## src/inc/seiu_map.svh

```systemverilog
// Offsets, field positions, reset values and counts of the status event unit
// Functional notes
// RQ1: Keep 32 live flags and 32 sticky events, each readable from its own register.
// RQ2: A status change sets its event bit, which stays set until explicitly cleared.
// RQ3: Flags follow the live condition; events record change since the last event read.
// RQ4: One driver event fires when any selected driver flag becomes active.
// RQ5: Two-bit velocity phase has three events, for codes 00, 01 and 10.
// RQ6: Some events have no flag, such as the driver reply ready event.
// RQ7: Reading the event register at 0x0E clears it when the read datagram ends.
// RQ8: Events arising just before or during the read clear may be lost.
// RQ9: Host should read the event register once before regular operation starts.
// RQ10: Bits set in exemption mask 0x0C keep their events across a read.
// RQ11: Writing one to an event bit clears it, exempt bits included.
// RQ12: Up to eight selected events ride in the top bits of every response.
// RQ13: Ones in selection mask 0x0B pick events for the response status bits.
// RQ14: Interrupt pin signals events selected by the 32-bit mask at 0x0D.
// RQ15: Interrupt is the OR of all masked events, active when any is set.
// RQ16: Interrupt is active low, or active high with the polarity bit set.
// RQ17: With more than eight selected, the lowest eight indices go, index 0 first.
// RQ18: A set in the same cycle as a clear wins over the clear.
`ifndef SEIU_MAP_SVH
`define SEIU_MAP_SVH

`define SEIU_OFS_GCONF 7'h00
`define SEIU_OFS_SSEL 7'h0B
`define SEIU_OFS_EXEMPT 7'h0C
`define SEIU_OFS_IMASK 7'h0D
`define SEIU_OFS_EVENTS 7'h0E
`define SEIU_OFS_FLAGS 7'h0F

`define SEIU_GCONF_INTR_POL 29
`define SEIU_RST_WORD 32'h0000_0000
`define SEIU_RST_INTR 1'b1

`define SEIU_FRAME_BITS 6'h28
`define SEIU_FRAME_WR 39
`define SEIU_STATUS_BITS 8

`define SEIU_EV_GEN_N 21
`define SEIU_EV_VEL00 21
`define SEIU_EV_VEL01 22
`define SEIU_EV_VEL10 23
`define SEIU_EV_DRV 24
`define SEIU_EV_REPLY 25
`define SEIU_EV_AUX_LSB 26
`define SEIU_FL_VEL_LSB 21
`define SEIU_FL_DRV_LSB 23

`endif

```

## src/inc/seiu_pkg.sv

```systemverilog
// Types shared by the status event unit
package seiu_pkg;

  typedef logic [31:0] seiu_word_type;

  typedef struct packed {
    logic sck;
    logic cs_n;
    logic sdi;
  } seiu_spi_in_type;

  typedef enum logic [1:0] {
    FR_IDLE = 2'b01,
    FR_SHIFT = 2'b10
  } seiu_frame_type;

  typedef struct packed {
    logic [2:0] sck_sy;
    logic [2:0] cs_sy;
    logic [1:0] sdi_sy;
    seiu_frame_type frame;
    logic [5:0] bit_cnt;
    logic [39:0] shift_in;
    logic [39:0] shift_out;
    logic sdo;
    seiu_word_type gconf;
    seiu_word_type ssel;
    seiu_word_type exempt;
    seiu_word_type imask;
    seiu_word_type ev;
    seiu_word_type flag_prev;
    seiu_word_type rd_data;
    logic intr;
  } seiu_state_type;

endpackage : seiu_pkg

```

## src/seiu_top.sv

```systemverilog
// Status flag, sticky event and interrupt unit with serial register access
`timescale 1ns/1ps
`default_nettype none
`include "seiu_map.svh"

module seiu_top #(
  parameter logic [7:0] DRV_FLAG_SEL = 8'hFF
) (
  // Clock and reset
  input wire logic mclk,
  input wire logic rst_n,
  // Serial register port
  input wire seiu_pkg::seiu_spi_in_type spi_in,
  output logic spi_sdo,
  output logic spi_sdo_oe,
  // Status sources
  input wire seiu_pkg::seiu_word_type live_status_bits,
  input wire logic driver_reply_ready,
  input wire logic [5:0] aux_event,
  // Interrupt pin
  output logic intr_out
);
  import seiu_pkg::*;

  seiu_state_type st_reg;
  seiu_state_type st_next;
  seiu_word_type set_vec;
  seiu_word_type clr_vec;
  seiu_word_type rd_mux;
  logic [7:0] status_pick;
  logic sck_rise;
  logic sck_fall;
  logic cs_fall;
  logic cs_rise;
  logic frame_done;
  logic is_write;
  logic [6:0] addr;
  seiu_word_type wdata;
  logic [1:0] vel_now;
  logic [1:0] vel_old;
  logic [7:0] drv_now;
  logic [7:0] drv_old;
  logic any_masked;

  // Edges from the second and third synchroniser stages
  assign sck_rise = st_reg.sck_sy[1] & ~st_reg.sck_sy[2];
  assign sck_fall = ~st_reg.sck_sy[1] & st_reg.sck_sy[2];
  assign cs_fall = ~st_reg.cs_sy[1] & st_reg.cs_sy[2];
  assign cs_rise = st_reg.cs_sy[1] & ~st_reg.cs_sy[2];

  // Datagram fields
  assign is_write = st_reg.shift_in[`SEIU_FRAME_WR];
  assign addr = st_reg.shift_in[38:32];
  assign wdata = st_reg.shift_in[31:0];
  assign frame_done = (st_reg.frame == FR_SHIFT) && cs_rise
    && (st_reg.bit_cnt == `SEIU_FRAME_BITS);

  // RQ3 flag change detection
  generate
    for (genvar i = 0; i < `SEIU_EV_GEN_N; i++) begin : g_flag_ev
      assign set_vec[i] = live_status_bits[i] & ~st_reg.flag_prev[i];
    end
  endgenerate

  assign vel_now = live_status_bits[`SEIU_FL_VEL_LSB +: 2];
  assign vel_old = st_reg.flag_prev[`SEIU_FL_VEL_LSB +: 2];
  assign drv_now = live_status_bits[`SEIU_FL_DRV_LSB +: 8] & DRV_FLAG_SEL;
  assign drv_old = st_reg.flag_prev[`SEIU_FL_DRV_LSB +: 8];

  // RQ5 one event per valid velocity code
  assign set_vec[`SEIU_EV_VEL00] = (vel_now == 2'b00) && (vel_old != 2'b00);
  assign set_vec[`SEIU_EV_VEL01] = (vel_now == 2'b01) && (vel_old != 2'b01);
  assign set_vec[`SEIU_EV_VEL10] = (vel_now == 2'b10) && (vel_old != 2'b10);

  // RQ4 single driver event
  assign set_vec[`SEIU_EV_DRV] = |(drv_now & ~drv_old);

  // RQ6 events without a flag
  assign set_vec[`SEIU_EV_REPLY] = driver_reply_ready;
  assign set_vec[31:`SEIU_EV_AUX_LSB] = aux_event;

  // Register read mux
  always_comb begin
    case (addr)
      `SEIU_OFS_GCONF: rd_mux = st_reg.gconf;
      `SEIU_OFS_SSEL: rd_mux = st_reg.ssel;
      `SEIU_OFS_EXEMPT: rd_mux = st_reg.exempt;
      `SEIU_OFS_IMASK: rd_mux = st_reg.imask;
      `SEIU_OFS_EVENTS: rd_mux = st_reg.ev;
      // RQ1 live flags readback
      `SEIU_OFS_FLAGS: rd_mux = live_status_bits;
      default: rd_mux = `SEIU_RST_WORD;
    endcase
  end

  // Clear vector at the end of a datagram
  always_comb begin
    clr_vec = `SEIU_RST_WORD;
    if (frame_done && (addr == `SEIU_OFS_EVENTS)) begin
      if (is_write) begin
        // RQ11 write one to clear
        clr_vec = wdata;
      end else begin
        // RQ7 RQ10 read clear with exemptions
        clr_vec = ~st_reg.exempt;
      end
    end
  end

  // RQ12 RQ13 response status selection
  seiu_status_pick u_pick (
    .ev(st_reg.ev),
    .sel(st_reg.ssel),
    .status(status_pick)
  );

  assign any_masked = |(st_reg.ev & st_reg.imask);

  always_comb begin
    st_next = st_reg;
    st_next.sck_sy = {st_reg.sck_sy[1:0], spi_in.sck};
    st_next.cs_sy = {st_reg.cs_sy[1:0], spi_in.cs_n};
    st_next.sdi_sy = {st_reg.sdi_sy[0], spi_in.sdi};
    st_next.flag_prev = live_status_bits;
    // RQ2 RQ8 RQ18 sticky bits, set beats clear
    st_next.ev = (st_reg.ev & ~clr_vec) | set_vec;
    // RQ14 RQ15 RQ16 masked OR with polarity
    st_next.intr = any_masked ~^ st_reg.gconf[`SEIU_GCONF_INTR_POL];
    case (st_reg.frame)
      FR_IDLE: begin
        if (cs_fall) begin
          st_next.frame = FR_SHIFT;
          st_next.bit_cnt = 6'h00;
          st_next.shift_out = {status_pick, st_reg.rd_data};
          st_next.sdo = status_pick[7];
        end
      end
      FR_SHIFT: begin
        if (cs_rise) begin
          st_next.frame = FR_IDLE;
        end else if (sck_rise) begin
          st_next.shift_in = {st_reg.shift_in[38:0], st_reg.sdi_sy[1]};
          if (st_reg.bit_cnt != 6'h3F) begin
            st_next.bit_cnt = st_reg.bit_cnt + 6'h01;
          end
        // First fall keeps the status MSB loaded at select
        end else if (sck_fall && (st_reg.bit_cnt != 6'h00)) begin
          st_next.shift_out = {st_reg.shift_out[38:0], 1'b0};
          st_next.sdo = st_reg.shift_out[38];
        end
      end
      default: begin
        st_next.frame = FR_IDLE;
      end
    endcase
    if (frame_done) begin
      st_next.rd_data = rd_mux;
      if (is_write) begin
        case (addr)
          `SEIU_OFS_GCONF: st_next.gconf = wdata;
          `SEIU_OFS_SSEL: st_next.ssel = wdata;
          `SEIU_OFS_EXEMPT: st_next.exempt = wdata;
          `SEIU_OFS_IMASK: st_next.imask = wdata;
          default: st_next.gconf = st_reg.gconf;
        endcase
      end
    end
  end

  always_ff @(posedge mclk or negedge rst_n) begin
    if (!rst_n) begin
      st_reg.sck_sy <= 3'h7;
      st_reg.cs_sy <= 3'h7;
      st_reg.sdi_sy <= 2'h0;
      st_reg.frame <= FR_IDLE;
      st_reg.bit_cnt <= 6'h00;
      st_reg.shift_in <= 40'h00_0000_0000;
      st_reg.shift_out <= 40'h00_0000_0000;
      st_reg.sdo <= 1'b0;
      st_reg.gconf <= `SEIU_RST_WORD;
      st_reg.ssel <= `SEIU_RST_WORD;
      st_reg.exempt <= `SEIU_RST_WORD;
      st_reg.imask <= `SEIU_RST_WORD;
      st_reg.ev <= `SEIU_RST_WORD;
      st_reg.flag_prev <= `SEIU_RST_WORD;
      st_reg.rd_data <= `SEIU_RST_WORD;
      st_reg.intr <= `SEIU_RST_INTR;
    end else begin
      st_reg <= st_next;
    end
  end

  assign spi_sdo = st_reg.sdo;
  assign spi_sdo_oe = (st_reg.frame == FR_SHIFT);
  assign intr_out = st_reg.intr;
endmodule : seiu_top
`default_nettype wire

```

## src/seiu_status_pick.sv

```systemverilog
// Picks the lowest eight selected events for the response status byte
`timescale 1ns/1ps
`default_nettype none
`include "seiu_map.svh"

module seiu_status_pick (
  // Event vector and selection
  input wire seiu_pkg::seiu_word_type ev,
  input wire seiu_pkg::seiu_word_type sel,
  // Packed status, first selected event in bit 0
  output logic [7:0] status
);
  import seiu_pkg::*;

  // RQ17 lowest indices first
  always_comb begin
    logic [3:0] cnt;
    cnt = 4'h0;
    status = 8'h00;
    for (int i = 0; i < 32; i++) begin
      if (sel[i] && (cnt < 4'(`SEIU_STATUS_BITS))) begin
        status[cnt[2:0]] = ev[i];
        cnt = cnt + 4'h1;
      end
    end
  end

endmodule : seiu_status_pick
`default_nettype wire

```

## config.mk

```make
export PLATFORM = sky130hd
export DESIGN_NAME = seiu_top
export DESIGN_NICKNAME = d
export VERILOG_FILES = /design/src/inc/seiu_pkg.sv /design/src/seiu_top.sv /design/src/seiu_status_pick.sv
export VERILOG_INCLUDE_DIRS = /design/src /design/src/inc
export SDC_FILE = /design/constraint.sdc
export NUM_CORES = 1
export LEC_CHECK = 0
export BUFFER_PORTS_ARGS = -buffer_cell sky130_fd_sc_hd__buf_4
export CAP_MARGIN = 0
export CORE_MARGIN = 2
export CORE_UTILIZATION = 69
export DETAILED_ROUTE_END_ITERATION = 10
export HOLD_SLACK_MARGIN = 0.03
export PLACE_DENSITY = 0.94
export SYNTH_ARGS = -nofsm -noshare
export SYNTH_HDL_FRONTEND = slang
export SYNTH_SLANG_ARGS = --single-unit
```

## constraint.sdc

```tcl
create_clock -name mclk -period 38.4 [get_ports mclk]
set_input_delay 9.6 -clock mclk [delete_from_list [all_inputs] [get_ports mclk]]
set_output_delay 9.6 -clock mclk [all_outputs]
set_load 0.01 [all_outputs]
```

==> impl_metrics.env <==
export IMPL_outcome="finished, final reports clean"
export IMPL_min_path_type="flip-flop to flip-flop"
export IMPL_cts_resized=0
export IMPL_drt_initial_drc_count=2489
export IMPL_gp_congestion=0.922
export IMPL_skew_ps=15.1
export IMPL_ff2ff_setup_slack_ps=15600
export IMPL_drcViolationCount=0
export IMPL_syn_cell_area_mm2=0.0225
export IMPL_vdd_drop_max_uv=37.1
export IMPL_crit_path_end_kind="flip-flop"
export IMPL_fin_crit_ps=22800
export IMPL_synth_cell_type_count=124
export IMPL_post_cts_setup_buffer_count=0
export IMPL_die_area_mm2=0.0341
export IMPL_post_route_util=0.746
export IMPL_wl_um=66200
export IMPL_cpPeakStageDelay_ps=840
export IMPL_min_from="st_next[320]"
export IMPL_grt_max_degree=86
export IMPL_die_width_um=185
export IMPL_cts_tree="yes"
export IMPL_cts_sinks=320
export IMPL_via_per_inst=7.14
export IMPL_fin_nets=2410
export IMPL_start_util=0.697
export IMPL_fin_setup_tns_ps=0
export IMPL_synth_cells=2373
export IMPL_setup_viol=0
export IMPL_antenna_found_initial=1
export IMPL_cp_common_cell="ha_1"
export IMPL_grt_pass1_wl_um=106000
export IMPL_synth_edf_count=0
export IMPL_cellPowerDensity_mw_per_mm2=29.4
export IMPL_first_pass_iters=6
export IMPL_layout_setup_ws_ps=15600
export IMPL_antenna_cells=0
export IMPL_htreeDepth=1
export IMPL_yosysSeqAreaShare=0.356
export IMPL_syn_num_nets=2450
export IMPL_period_share=0.594
export IMPL_hold_depth=0
export IMPL_die_h_um=185
export IMPL_rows=66
export IMPL_drv_cap=0
export IMPL_ant_nets=0
export IMPL_cts_root_buf="clkbuf_16"
export IMPL_worstMarginPinSlew_ps=1120
export IMPL_max_clock_freq_ghz=0.0439
export IMPL_clock_path_buffers=3
export IMPL_largest_register_ffs=297
export IMPL_p_leak_nw=10.6
export IMPL_postCtsHoldBufs=0
export IMPL_startpoint_type="flip-flop"
export IMPL_cp_max_fo=10
export IMPL_worstSetupPathType="flip-flop to flip-flop"
export IMPL_grt_total_usage=0.391
export IMPL_clock_latency_ps=560
export IMPL_numPortBuffers=46
export IMPL_crit_start="st_reg[161]"
export IMPL_slew_headroom=0.254
export IMPL_cts_made_buffers=31
export IMPL_num_vias=20000
export IMPL_worstRegToRegCells=87
export IMPL_maxSlewViolCount=0
export IMPL_grt_pass1_vias=19600
export IMPL_drive_above_1_share=0.210
export IMPL_crit_arrival_ps=23250
export IMPL_core_area_mm2=0.0323
export IMPL_ys_ff_latch=320
export IMPL_routedWlPerCell_um=23.7
export IMPL_synth_ff_type="dfrtp_1"
export IMPL_io_pins=47
export IMPL_crit_slowest_cell="fa_1"
export IMPL_syn_area_per_cell_um2=9.48
export IMPL_post_place_ws_ps=15890
export IMPL_finalPower_mw=0.707
export IMPL_synthToLayoutAreaGrowth_pct=7.00
export IMPL_ys_async_sr_fraction=1.00
export IMPL_hold_viol=0
export IMPL_overflow=0
export IMPL_reg2reg_from="st_reg[161]"
export IMPL_dp_hpwl_um=44500
export IMPL_crit_required_ps=38850
export IMPL_synth_warning_count=0
export IMPL_clk_pin_slew_ps=80
export IMPL_rsz0062_at_grt="false"
cell type report:
cell class	count	area (um^2)
Timing Repair Buffer	67	510
Inverter	100	375
Multi-Input combinational cell	1813	13600
Fill cell	2124	8210
Clock buffer	39	846
Clock inverter	17	210
Tap cell	442	553
Sequential cell	320	8020
power by group:
group / switching, mW / internal (mW)
clock: 0.137 / 0.183
combinational: 0.0203 / 0.0100
sequential: 0.00763 / 0.349
total: 0.165 / 0.542
through the flow:
step	instances	hold WS (ps)	area (um^2)
after floorplan	2373	331	22500
after global placement	2742	346	23000
after detailed placement	2742	347	23000
after CTS	2798	356	24100
after global routing	2798	358	24100
final	2798	356	24100
path summary, 6_finish.rpt:
check                               endpoint
worst max register to register   st_reg[262]
worst min register to register  st_next[321]
max in group asynchronous           is_write
min in group asynchronous         st_reg[91]
worst max-delay path             st_reg[262]
worst min-delay path            st_next[321]
critical path, delay by kind of cell, from the launching register on:
kind / cells / cell delay (ps)
xor+xnor: 1 / 150
simple gates: 14 / 2530
mux: 16 / 4800
fa+ha+maj: 29 / 9390
buf+inv: 13 / 1710
compound gates: 14 / 3700
flops: 1 / 450
Yosys cell counts (11+ instances only):
cell	instances	area, um^2
a211oi_1	14	105
nor2_1	171	642
nor3b_1	15	113
o31ai_1	18	135
xnor3_1	11	248
mux4_2	32	721
a31oi_1	14	87.6
mux2i_1	53	531
o22ai_1	11	68.8
buf_1	17	63.8
or3_1	14	87.6
and2_1	22	138
o211ai_1	22	165
nor4_1	16	100
ha_1	32	400
mux2_2	220	2480
inv_1	89	334
dfrtp_1	312	7810
inv_2	11	41.3
a21oi_1	88	440
buf_2	11	55.1
a221oi_1	46	403
a21o_1	18	135
and3_1	21	131
xnor2_1	20	175
o21a_1	14	105
o21ai_1	14	70.1
nand3_1	88	440
o21ai_0	174	871
nand2b_1	23	144
nand4_1	24	150
nand2_1	243	912
clkbuf_1	102	383
nor2b_1	37	231
nor3_1	72	360
a22oi_1	40	300
layout by cell type (no fill, tap or decap), types with 40 or more instances in the layout:
master      n
dfrtp_1   310
nand2_1   243
mux2_2    220
o21ai_0   174
nor2_1    170
inv_1      89
nand3_1    88
a21oi_1    88
nor3_1     70
buf_4      66
mux2i_1    53
a221oi_1   46
a22oi_1    40
cell families (layout without fill, tap and decap cells):
logic type	Yosys count	count (layout)	share of synthesized area
muxes	311	311	0.171
xor gates and xnor gates	64	64	0.0473
and+or+nand+nor	802	802	0.175
AOI/OAI and AO/OA	603	603	0.189
adders and majority gates	33	33	0.0187
DFF	320	320	0.356
buffers and inverters	240	223	0.0426
layer usage:
| layer | share of wire | global-route usage | vias up |
|---|---|---|---|
| li1 | - | - | 8702 |
| met1 | 0.39 | 0.528 | 9692 |
| met2 | 0.47 | 0.635 | 1314 |
| met3 | 0.091 | 0.0537 | 274 |
| met4 | 0.047 | 0.175 | 2 |
| met5 | 0.00017 | 0 | - |
(Power assumes the default switching activity.)
